===== config.mk =====
export PLATFORM = sky130hd
export DESIGN_NAME = itfd_decoder
export DESIGN_NICKNAME = d
export VERILOG_FILES = /design/src/verilog/itfd_pkg.sv /design/src/verilog/itfd_decoder.sv
export SDC_FILE = /design/constraint.sdc
export NUM_CORES = 2
export LEC_CHECK = 0
export BUFFER_PORTS_ARGS = -buffer_cell sky130_fd_sc_hd__buf_2
export CORE_MARGIN = 2
export CORE_UTILIZATION = 30
export CTS_BUF_LIST = sky130_fd_sc_hd__clkbuf_16
export CTS_CLUSTER_DIAMETER = 60
export DETAILED_ROUTE_END_ITERATION = 10
export GPL_TIMING_DRIVEN = 1
export PLACE_DENSITY = 0.56
export SYNTH_ARGS = -nofsm -noshare
export SYNTH_HDL_FRONTEND = slang
export SYNTH_SLANG_ARGS = --single-unit

===== constraint.sdc =====
create_clock -name clk -period 5.22 [get_ports clk]
set_input_delay 0.522 -clock clk [delete_from_list [all_inputs] [get_ports clk]]
set_output_delay 0.522 -clock clk [all_outputs]
set_load 0.05 [all_outputs]

===== src/verilog/itfd_pkg.sv =====
`default_nettype none
package itfd_pkg;
  localparam int NTERM = 16;
  localparam int CODE_W = 6;
  // Function codes
  localparam logic [5:0] F_FWD = 6'h01;
  localparam logic [5:0] F_REV = 6'h02;
  localparam logic [5:0] F_3WIRE = 6'h03;
  localparam logic [5:0] F_JOG_FWD = 6'h04;
  localparam logic [5:0] F_JOG_REV = 6'h05;
  localparam logic [5:0] F_COAST = 6'h06;
  localparam logic [5:0] F_FRESET = 6'h07;
  localparam logic [5:0] F_EXT_NO = 6'h08;
  localparam logic [5:0] F_EXT_NC = 6'h09;
  localparam logic [5:0] F_UP = 6'h0A;
  localparam logic [5:0] F_DOWN = 6'h0B;
  localparam logic [5:0] F_UD_CLR = 6'h0C;
  localparam logic [5:0] F_UD_TMP = 6'h0D;
  localparam logic [5:0] F_RAMP0 = 6'h0E;
  localparam logic [5:0] F_RAMP1 = 6'h0F;
  localparam logic [5:0] F_STEP0 = 6'h10;
  localparam logic [5:0] F_STEP_HOLD = 6'h14;
  localparam logic [5:0] F_SW_AB = 6'h15;
  localparam logic [5:0] F_SW_SUM_A = 6'h16;
  localparam logic [5:0] F_SW_SUM_B = 6'h17;
  localparam logic [5:0] F_VF_RUN = 6'h18;
  localparam logic [5:0] F_LINE_RUN = 6'h19;
  localparam logic [5:0] F_VF_TO_LINE = 6'h1A;
  localparam logic [5:0] F_LINE_TO_VF = 6'h1B;
  localparam logic [5:0] F_HV_BREAK = 6'h1C;
  localparam logic [5:0] F_PID_PAUSE = 6'h1D;
  localparam logic [5:0] F_ADDR0 = 6'h20;
  localparam logic [5:0] F_SRC_LOCAL = 6'h23;
  localparam logic [5:0] F_SRC_TERM = 6'h24;
  localparam logic [5:0] F_SRC_COMM = 6'h25;
  localparam logic [5:0] F_SPEED_MODE = 6'h28;
  // Register word addresses
  localparam logic [7:0] REG_FUNC_BASE = 8'h00;
  localparam logic [7:0] REG_POLARITY = 8'h10;
  localparam logic [7:0] REG_FILTER = 8'h11;
  localparam logic [7:0] REG_CONFIG = 8'h12;
  localparam logic [7:0] REG_STAT_LEVEL = 8'h13;
  localparam logic [7:0] REG_STAT_CMD = 8'h14;
  localparam logic [7:0] REG_STAT_UPDN = 8'h15;
  // Reset values and limits
  localparam logic [15:0] POLARITY_RST = 16'h0000;
  localparam logic [8:0] FILTER_MIN = 9'h001;
  localparam logic [8:0] FILTER_MAX = 9'h1F4;
  localparam logic [8:0] FILTER_RST = 9'h014;
  localparam logic [15:0] UPDN_MAX = 16'h7FFF;
  localparam logic [15:0] UPDN_MIN = 16'h8001;
  // Timing
  localparam int CLK_PERIOD_PS = 5000;
  localparam int FILTER_UNIT_PS = 1000000;
  localparam int FILTER_UNIT_CYCLES = FILTER_UNIT_PS / CLK_PERIOD_PS;
  localparam int UPDN_STEP_PS = 1000000000;
  localparam int UPDN_STEP_CYCLES = UPDN_STEP_PS / CLK_PERIOD_PS;

  typedef enum logic [1:0] {SRC_LOCAL, SRC_TERM, SRC_COMM} itfd_src_e;
  typedef enum logic [1:0] {CH_A, CH_B, CH_SUM} itfd_chan_e;

  typedef struct packed {
    logic [1:0] base_chan;
    logic remote;
    logic cabinet_fitted;
    logic [1:0] cmd_src;
  } itfd_cfg_s;

  typedef struct packed {
    logic fwd_run;
    logic rev_run;
    logic three_wire;
    logic jog_fwd;
    logic jog_rev;
    logic coast_stop;
    logic start_inhibit;
    logic fault_reset;
    logic ext_fault;
    logic ext_fault_event;
    logic [15:0] updn_offset;
    logic [1:0] ramp_time_set;
    logic [3:0] step_index;
    logic freq_hold;
    logic [1:0] freq_chan;
    logic drive_path_contactor_a;
    logic drive_path_contactor_b;
    logic drive_path_contactor_c;
    logic line_bypass_contactor;
    logic power_cut;
    logic pid_pause;
    logic [2:0] cabinet_addr;
    logic [1:0] cmd_src;
    logic speed_mode;
  } itfd_cmd_s;
endpackage
`default_nettype wire


===== src/verilog/itfd_decoder.sv =====
`timescale 1ns/1ps
`default_nettype none
// Operation
// - Each terminal has a 6-bit code selecting one action; code 0 does nothing.
// - Codes 1-3 act only while run command source is terminals.
// - Code 6 blocks output at once and refuses start while held.
// - Code 7 resets faults once per rising edge, never on a level.
// - Code 8 faults when off, code 9 when on; fault raises event.
// - Code 10 raises, 11 lowers the offset; code 12 clears it for good.
// - Code 13 hides the offset while held; released, the offset returns.
// - Codes 14 low and 15 high pick one of four ramp time sets.
// - Codes 16 to 19 form a 4-bit step index, 16 being bit 0.
// - Code 20 holds the current step whatever other inputs do.
// - Code 21 swaps A and B while held; 22 and 23 idle under A.
// - Codes 22 and 23 swap A+B with A or B while held.
// - Code 24 pulse from all-open closes the three drive contactors.
// - Code 25 pulse from all-open closes only the bypass contactor.
// - Code 26 pulse moves from drive path to bypass, else ignored.
// - Code 27 pulse moves from bypass to drive path, else ignored.
// - Codes 24-27 act only with an automatic switch cabinet fitted.
// - Code 28 pulse commands automatic power cut-off.
// - Code 29 suspends PID while held; frequency hold comes from code 20 only.
// - Codes 32-34 form a 3-bit cabinet address, cabinets 1 to 8.
// - Codes 35-37 force source to panel, terminals, comms, only when remote.
// - Code 40 switches from torque to speed control while held.
// - A 16-bit polarity word inverts terminals; bit 0 is terminal 1.
// - All terminals pass a digital filter set 1 to 500, default 20.
module itfd_decoder #(
  parameter int FILTER_UNIT = itfd_pkg::FILTER_UNIT_CYCLES,
  parameter int UPDN_STEP = itfd_pkg::UPDN_STEP_CYCLES
) (
  // Clock and reset
  input wire logic clk,
  input wire logic rstn,
  // Field terminals
  input wire logic [itfd_pkg::NTERM-1:0] digital_input_terminals,
  // Register port
  input wire logic [7:0] addr,
  input wire logic [15:0] wdata,
  input wire logic wr,
  input wire logic rd,
  output logic [15:0] rdata,
  // Decoded commands
  output itfd_pkg::itfd_cmd_s cmd
);
  localparam int N = itfd_pkg::NTERM;
  localparam int CW = itfd_pkg::CODE_W;

  // Terminals whose code equals c; code 0 and reserved codes are never looked up
  function automatic logic [N-1:0] code_mask(input logic [N*CW-1:0] f, input logic [CW-1:0] c);
    logic [N-1:0] m;
    m = '0;
    for (int i = 0; i < N; i++)
    begin
      m[i] = (f[i*CW +: CW] == c);
    end
    return m;
  endfunction

  logic [N*CW-1:0] func_q;
  logic [15:0] polarity_q;
  logic [8:0] filter_q;
  itfd_pkg::itfd_cfg_s cfg_q;

  // Register writes
  always_ff @(posedge clk)
  begin
    if (!rstn)
    begin
      func_q <= '0;
      polarity_q <= itfd_pkg::POLARITY_RST;
      filter_q <= itfd_pkg::FILTER_RST;
      cfg_q <= '0;
    end
    else if (wr)
    begin
      if (addr < itfd_pkg::REG_POLARITY)
      begin
        func_q[addr[3:0]*CW +: CW] <= wdata[CW-1:0];
      end
      else if (addr == itfd_pkg::REG_POLARITY)
      begin
        polarity_q <= wdata;
      end
      else if (addr == itfd_pkg::REG_FILTER)
      begin
        // Out-of-range settings clamp instead of disabling the filter
        if (wdata[15:9] != '0 || wdata[8:0] > itfd_pkg::FILTER_MAX)
        begin
          filter_q <= itfd_pkg::FILTER_MAX;
        end
        else if (wdata[8:0] < itfd_pkg::FILTER_MIN)
        begin
          filter_q <= itfd_pkg::FILTER_MIN;
        end
        else
        begin
          filter_q <= wdata[8:0];
        end
      end
      else if (addr == itfd_pkg::REG_CONFIG)
      begin
        cfg_q <= wdata[$bits(itfd_pkg::itfd_cfg_s)-1:0];
      end
    end
  end

  // Two-stage synchroniser for field pins
  logic [N-1:0] sync1_q;
  logic [N-1:0] sync2_q;
  always_ff @(posedge clk)
  begin
    if (!rstn)
    begin
      sync1_q <= '0;
      sync2_q <= '0;
    end
    else
    begin
      sync1_q <= digital_input_terminals;
      sync2_q <= sync1_q;
    end
  end

  // Filter time base
  logic [$clog2(FILTER_UNIT+1)-1:0] unit_cnt_q;
  logic unit_tick;
  assign unit_tick = (unit_cnt_q == ($clog2(FILTER_UNIT+1))'(FILTER_UNIT - 1));
  always_ff @(posedge clk)
  begin
    if (!rstn || unit_tick)
    begin
      unit_cnt_q <= '0;
    end
    else
    begin
      unit_cnt_q <= unit_cnt_q + 1'b1;
    end
  end

  // Per-terminal debounce: a new level must hold for the filter time
  logic [N-1:0] stable_q;
  genvar g;
  generate
    for (g = 0; g < N; g++)
    begin : g_filt
      logic [8:0] cnt_q;
      logic st_q;
      // One process per bit keeps a single driver on each filtered level
      assign stable_q[g] = st_q;
      always_ff @(posedge clk)
      begin
        if (!rstn)
        begin
          cnt_q <= '0;
          st_q <= 1'b0;
        end
        else if (sync2_q[g] == st_q)
        begin
          cnt_q <= '0;
        end
        else if (unit_tick)
        begin
          if (cnt_q + 9'h001 >= filter_q)
          begin
            st_q <= sync2_q[g];
            cnt_q <= '0;
          end
          else
          begin
            cnt_q <= cnt_q + 9'h001;
          end
        end
      end
    end
  endgenerate

  logic [N-1:0] lvl;
  logic [N-1:0] prev_q;
  logic [N-1:0] rise;
  assign lvl = stable_q ^ polarity_q;
  assign rise = lvl & ~prev_q;
  always_ff @(posedge clk)
  begin
    if (!rstn)
    begin
      prev_q <= '0;
    end
    else
    begin
      prev_q <= lvl;
    end
  end

  function automatic logic on(input logic [N-1:0] v, input logic [N*CW-1:0] f,
                              input logic [CW-1:0] c);
    return |(v & code_mask(f, c));
  endfunction

  // Command source with remote forcing
  logic [1:0] src;
  always_comb
  begin
    src = cfg_q.cmd_src;
    if (cfg_q.remote)
    begin
      if (on(lvl, func_q, itfd_pkg::F_SRC_LOCAL))
      begin
        src = itfd_pkg::SRC_LOCAL;
      end
      else if (on(lvl, func_q, itfd_pkg::F_SRC_TERM))
      begin
        src = itfd_pkg::SRC_TERM;
      end
      else if (on(lvl, func_q, itfd_pkg::F_SRC_COMM))
      begin
        src = itfd_pkg::SRC_COMM;
      end
    end
  end

  logic src_term;
  logic coast;
  logic fault_now;
  logic fault_q;
  assign src_term = (src == itfd_pkg::SRC_TERM);
  assign coast = on(lvl, func_q, itfd_pkg::F_COAST);
  // NO input faults when open, NC input when closed
  assign fault_now = on(~lvl, func_q, itfd_pkg::F_EXT_NO) ||
                     on(lvl, func_q, itfd_pkg::F_EXT_NC);

  // Frequency channel
  logic [1:0] chan;
  always_comb
  begin
    chan = cfg_q.base_chan;
    unique case (cfg_q.base_chan)
      itfd_pkg::CH_A:
      begin
        if (on(lvl, func_q, itfd_pkg::F_SW_AB))
        begin
          chan = itfd_pkg::CH_B;
        end
      end
      itfd_pkg::CH_B:
      begin
        if (on(lvl, func_q, itfd_pkg::F_SW_AB))
        begin
          chan = itfd_pkg::CH_A;
        end
      end
      itfd_pkg::CH_SUM:
      begin
        if (on(lvl, func_q, itfd_pkg::F_SW_SUM_A))
        begin
          chan = itfd_pkg::CH_A;
        end
        else if (on(lvl, func_q, itfd_pkg::F_SW_SUM_B))
        begin
          chan = itfd_pkg::CH_B;
        end
      end
      default:
      begin
        chan = cfg_q.base_chan;
      end
    endcase
  end

  // Up/down accumulator
  logic [$clog2(UPDN_STEP+1)-1:0] rate_cnt_q;
  logic rate_tick;
  logic [15:0] updn_q;
  assign rate_tick = (rate_cnt_q == ($clog2(UPDN_STEP+1))'(UPDN_STEP - 1));
  always_ff @(posedge clk)
  begin
    if (!rstn || rate_tick)
    begin
      rate_cnt_q <= '0;
    end
    else
    begin
      rate_cnt_q <= rate_cnt_q + 1'b1;
    end
  end

  always_ff @(posedge clk)
  begin
    if (!rstn || on(lvl, func_q, itfd_pkg::F_UD_CLR))
    begin
      updn_q <= '0;
    end
    else if (rate_tick)
    begin
      if (on(lvl, func_q, itfd_pkg::F_UP) && updn_q != itfd_pkg::UPDN_MAX)
      begin
        updn_q <= updn_q + 16'h0001;
      end
      else if (on(lvl, func_q, itfd_pkg::F_DOWN) && updn_q != itfd_pkg::UPDN_MIN)
      begin
        updn_q <= updn_q - 16'h0001;
      end
    end
  end

  // Step index frozen by the hold terminal
  logic [3:0] step_q;
  logic step_hold;
  assign step_hold = on(lvl, func_q, itfd_pkg::F_STEP_HOLD);
  always_ff @(posedge clk)
  begin
    if (!rstn)
    begin
      step_q <= '0;
    end
    else if (!step_hold)
    begin
      for (int b = 0; b < 4; b++)
      begin
        step_q[b] <= on(lvl, func_q, itfd_pkg::F_STEP0 + CW'(b));
      end
    end
  end

  // Switch cabinet contactors: drive path (a,b,c) and bypass
  logic [2:0] path_q;
  logic bypass_q;
  logic all_open;
  logic on_path;
  logic on_line;
  assign all_open = (path_q == 3'h0) && !bypass_q;
  assign on_path = (path_q == 3'h7) && !bypass_q;
  assign on_line = (path_q == 3'h0) && bypass_q;
  always_ff @(posedge clk)
  begin
    if (!rstn)
    begin
      path_q <= '0;
      bypass_q <= 1'b0;
    end
    else if (cfg_q.cabinet_fitted)
    begin
      if (on(rise, func_q, itfd_pkg::F_VF_RUN) && all_open)
      begin
        path_q <= 3'h7;
      end
      else if (on(rise, func_q, itfd_pkg::F_LINE_RUN) && all_open)
      begin
        bypass_q <= 1'b1;
      end
      else if (on(rise, func_q, itfd_pkg::F_VF_TO_LINE) && on_path)
      begin
        path_q <= 3'h0;
        bypass_q <= 1'b1;
      end
      else if (on(rise, func_q, itfd_pkg::F_LINE_TO_VF) && on_line)
      begin
        path_q <= 3'h7;
        bypass_q <= 1'b0;
      end
    end
  end

  // Registered command outputs
  always_ff @(posedge clk)
  begin
    if (!rstn)
    begin
      cmd <= '0;
      fault_q <= 1'b0;
    end
    else
    begin
      fault_q <= fault_now;
      // A held coast terminal masks every run request except three-wire
      cmd.fwd_run <= src_term && !coast && on(lvl, func_q, itfd_pkg::F_FWD);
      cmd.rev_run <= src_term && !coast && on(lvl, func_q, itfd_pkg::F_REV);
      cmd.three_wire <= src_term && on(lvl, func_q, itfd_pkg::F_3WIRE);
      cmd.jog_fwd <= !coast && on(lvl, func_q, itfd_pkg::F_JOG_FWD);
      cmd.jog_rev <= !coast && on(lvl, func_q, itfd_pkg::F_JOG_REV);
      cmd.coast_stop <= coast;
      cmd.start_inhibit <= coast;
      cmd.fault_reset <= on(rise, func_q, itfd_pkg::F_FRESET);
      cmd.ext_fault <= fault_now;
      cmd.ext_fault_event <= fault_now && !fault_q;
      cmd.updn_offset <= on(lvl, func_q, itfd_pkg::F_UD_TMP) ? '0 : updn_q;
      cmd.ramp_time_set <= {on(lvl, func_q, itfd_pkg::F_RAMP1),
                            on(lvl, func_q, itfd_pkg::F_RAMP0)};
      cmd.step_index <= step_q;
      cmd.freq_hold <= step_hold;
      cmd.freq_chan <= chan;
      cmd.drive_path_contactor_a <= path_q[0];
      cmd.drive_path_contactor_b <= path_q[1];
      cmd.drive_path_contactor_c <= path_q[2];
      cmd.line_bypass_contactor <= bypass_q;
      cmd.power_cut <= on(rise, func_q, itfd_pkg::F_HV_BREAK);
      cmd.pid_pause <= on(lvl, func_q, itfd_pkg::F_PID_PAUSE);
      for (int b = 0; b < 3; b++)
      begin
        cmd.cabinet_addr[b] <= on(lvl, func_q, itfd_pkg::F_ADDR0 + CW'(b));
      end
      cmd.cmd_src <= src;
      cmd.speed_mode <= on(lvl, func_q, itfd_pkg::F_SPEED_MODE);
    end
  end

  // Read port, data in the cycle after the strobe; unmapped reads zero
  always_ff @(posedge clk)
  begin
    if (!rstn)
    begin
      rdata <= '0;
    end
    else if (rd)
    begin
      if (addr < itfd_pkg::REG_POLARITY)
      begin
        rdata <= {10'h000, func_q[addr[3:0]*CW +: CW]};
      end
      else if (addr == itfd_pkg::REG_POLARITY)
      begin
        rdata <= polarity_q;
      end
      else if (addr == itfd_pkg::REG_FILTER)
      begin
        rdata <= {7'h00, filter_q};
      end
      else if (addr == itfd_pkg::REG_CONFIG)
      begin
        rdata <= {10'h000, cfg_q};
      end
      else if (addr == itfd_pkg::REG_STAT_LEVEL)
      begin
        rdata <= lvl;
      end
      else if (addr == itfd_pkg::REG_STAT_CMD)
      begin
        rdata <= {2'h0, step_q, chan, src, 2'h0, bypass_q, path_q};
      end
      else if (addr == itfd_pkg::REG_STAT_UPDN)
      begin
        rdata <= updn_q;
      end
      else
      begin
        rdata <= '0;
      end
    end
  end
endmodule // itfd_decoder
`default_nettype wire


==> results.yml <==
sta:
  rsz0062_at_grt: "false"
  fin_skew_ns: 0.0358
  min_period_over_period_pct: 91.8
  max_freq_ghz: 0.209
  tightest_slew_ns: 1.53
  tns_ns: 0
  slew_violations: 4
  hold_violations: 0
  setup_viol: 0
  timing.hold.ws_ns: 0.0669
  period_needed_ns: 4.79
  slew_headroom_pct: -2.43
yosys:
  seq_area_frac_synth_pct: 28.5
  synth_fp_nets: 4180
  async_flop_share_pct: 0
  netlist_area_um2: 31100
  synth_cell_type_count: 99
  syn_inst: 3946
  ys.flop_type: "dfxtp_1"
  synth-seq-cells: 443
  syn_area_per_cell_um2: 7.88
  synth_warnings: 0
  synth-edff-count: 0
global_routing:
  grt_antenna_before_repair: 18
  grt_start_max_net_pins: 102
  grt_pass1_wl_um: 259000
  grt_pass1_vias: 32200
  grt-ovfl-total: 0
  gr-usage-all-layers_pct: 34.5
pwr:
  clkPwrFrac_pct: 54.6
  seq_power_share_pct: 39.3
  ir_drop_mv: 0.239
  leakagePower_nw: 14.7
  p_per_area_nw_per_um2: 236
  power.internal_w: 0.00633
  p_sw_w: 0.00237
  sw_frac_of_total_pct: 27.2
  pwr-share-comb_pct: 6.1
placement:
  place.gp.congestion: 1.08
  io_buffers: 106
  hpwl_um: 148000
outcome:
  status: "finished, violations left"
  violations: "capacitance limit, slew limit"
routing:
  firstDrtPassIters: 8
  vias_per_cell: 6.05
  wl_met2_um: 80900
  met3_length_um: 15800
  drtIter0Drc: 3802
  wl_met1_um: 76500
  wl_um: 189000
  ant_nets: 0
  drc: 0
  highest_layer: "met5"
  wl_per_cell_um: 33.6
  vias: 34000
final_layout:
  layout.nets: 4400
  multiInputGateArea_um2: 21300
  seqCellArea_um2: 8870
  synthToLayoutAreaGrowth_pct: 18.8
  drive_gt1_share_pct: 13.5
  fillCellCount: 10900
  final_cell_mix: "443 x dfxtp_1, 384 x nor2_1, 355 x nand2_1"
  layout_commonest_cell: "dfxtp_1"
clock_network:
  cts_sinks: 443
  tritoncts: "yes"
  hold_buffers: 0
  clkTransAtPathRegs_ns: 0.06
  cts_buffers: 69
  cts_resized: 0
  postCtsSetupBuffers: 0
  clk_path_buf_depth: 3
  cts.htree.levels: 3
  root_buffer: "clkbuf_16"
  clk_latency_ns: 0.68
die:
  core_area_um2: 103000
  die_w_um: 326
  start_util_pct: 30.1
  die_h_um: 326
  io_pins: 107
  std_cell_rows: 118
  die_area_um2: 106000
setup_path:
  crit_type: "reg -> reg"
  rr_startpoint: "func_q[58]"
  critical_path_arrival_ns: 5.40
  crit_path_start_kind: "register"
  crit_path_start: "func_q[58]"
  ff2ff_setup_slack_ns: 0.43
  critical_path.max_fanout: 10
  timing.rr.end: "updn_q[14]"
  cp-endpoint: "updn_q[14]"
  required_ns: 5.83
  end_kind: "register"
  reg2reg_depth: 16
job:
  cap_violations: 1
min_path:
  hp-class: "in -> reg"
worst min-delay path by stage:
stage                                           start     endpoint  slack [ns]  depth (start not counted)
after floorplan                               fault_q      cmd[37]        0.39                          1
after global placement                        fault_q      cmd[37]        0.40                          1
after detailed placement                      fault_q      cmd[37]        0.40                          1
after CTS                 digital_input_terminals[12]  sync1_q[12]        0.04                          2
after global routing      digital_input_terminals[11]  sync1_q[11]        0.05                          2
final                      digital_input_terminals[0]   sync1_q[0]        0.07                          2
metrics by stage:
step	instance area [um2]	setup WS [ns]	utilization, %	total power (W)	std cells
after floorplan	31100	0.817	-	0.00379	3946
after global placement	34500	0.0131	33.5	0.00400	5474
after detailed placement	34600	0.748	33.5	0.00400	5475
after CTS	36900	0.751	35.7	0.00877	5601
after global routing	36900	0.318	35.7	0.00894	5602
final	36900	0.428	35.8	0.00870	5615
Yosys cell counts (9+ instances only):
master | number | area share [%]
ha_1 | 189 | 7.6
nand3b_1 | 95 | 2.3
mux4_2 | 30 | 2.2
mux2i_1 | 83 | 2.7
a21o_1 | 56 | 1.4
or4_1 | 23 | 0.56
a2111oi_0 | 12 | 0.34
nor3_1 | 197 | 3.2
o22ai_1 | 42 | 0.85
nor2b_1 | 43 | 0.87
nand4b_1 | 11 | 0.31
a21oi_1 | 265 | 4.3
inv_1 | 48 | 0.58
buf_1 | 14 | 0.17
a22oi_1 | 45 | 1.1
nor2_1 | 384 | 4.6
o2111ai_1 | 11 | 0.31
or3_1 | 22 | 0.44
dfxtp_1 | 443 | 29
nand4_1 | 63 | 1.3
xor2_1 | 135 | 3.8
o31ai_1 | 13 | 0.31
buf_2 | 11 | 0.18
and2_1 | 86 | 1.7
nor4b_1 | 13 | 0.37
xnor2_1 | 72 | 2.0
a41oi_1 | 9 | 0.25
nand3_1 | 196 | 3.2
o211ai_1 | 11 | 0.27
a221oi_1 | 32 | 0.90
a31oi_1 | 31 | 0.62
a22o_1 | 13 | 0.37
nand2_1 | 355 | 4.3
a32oi_1 | 14 | 0.39
and3_1 | 95 | 1.9
nor4_1 | 82 | 1.7
clkbuf_1 | 177 | 2.1
o21ai_0 | 172 | 2.8
nand2b_1 | 125 | 2.5
nor3b_1 | 15 | 0.36
nor4bb_1 | 17 | 0.55
or2_2 | 10 | 0.20
o41a_1 | 14 | 0.51
critical path, cell delays in order (launching register included):
cell and delay [ns]:
dfxtp_1 0.31, nor2_1 1.14, nand2_1 0.32, nor3_1 0.26, nor3_1 0.11, a31oi_1 0.31, inv_1 0.28, buf_4 0.24
ha_1 0.34, a21oi_1 0.20, o21ai_0 0.20, a22o_1 0.23, a211o_1 0.27, a21oi_1 0.18, xnor2_1 0.13, nand2_1 0.07
a21oi_1 0.14
power groups by stage:
stage	Sequential (W)	Combinational (W)	Clock (W)
5_1_grt	0.00342	0.000550	0.00497
3_5_place_dp	0.00349	0.000508	0
4_1_cts	0.00342	0.000510	0.00484
6_report	0.00342	0.000526	0.00475
2_1_floorplan	0.00350	0.000288	0
3_3_place_gp	0.00349	0.000509	0
final cells by class:
cell class | instances | share of cell area (%)
Antenna cell | 14 | 0.0949
Timing Repair Buffer | 362 | 6.72
Tap cell | 1380 | 4.68
Clock buffer | 70 | 4.75
Multi-Input combinational cell | 3241 | 57.7
Sequential cell | 443 | 24.0
Inverter | 49 | 0.512
Clock inverter | 56 | 1.56
state kept, by name, summed over array words and instances, names as in the netlist, 4 cells and up:
signal	cells
cfg_q	6
cmd	43
filter_q	9
func_q	96
g_filt.cnt_q	144
g_filt.st_q	16
polarity_q	16
prev_q	16
rate_cnt_q	18
rdata	16
step_q	4
sync1_q	16
sync2_q	16
unit_cnt_q	8
updn_q	16
metal layers:
| layer | vias up | track usage [%] |
|---|---|---|
| li1 | 15100 | - |
| met1 | 16700 | 43.5 |
| met2 | 1735 | 52.4 |
| met3 | 488 | 7.68 |
| met4 | 10 | 23.9 |
| met5 | - | 0 |
logic make-up (layout without fill, tap and decap cells):
| group | count (synthesis) | in the layout | share of synthesized area (%) |
|---|---|---|---|
| compound gates | 854 | 854 | 18.0 |
| xor+xnor | 212 | 212 | 6.17 |
| fa+ha+maj | 190 | 190 | 7.67 |
| buf+inv | 262 | 537 | 3.35 |
| flops | 443 | 443 | 28.5 |
| mux | 114 | 114 | 4.88 |
| other cells | 0 | 14 | 0 |
| simple gates | 1871 | 1871 | 31.4 |
Note: power is estimated with default switching activity, not from simulation.
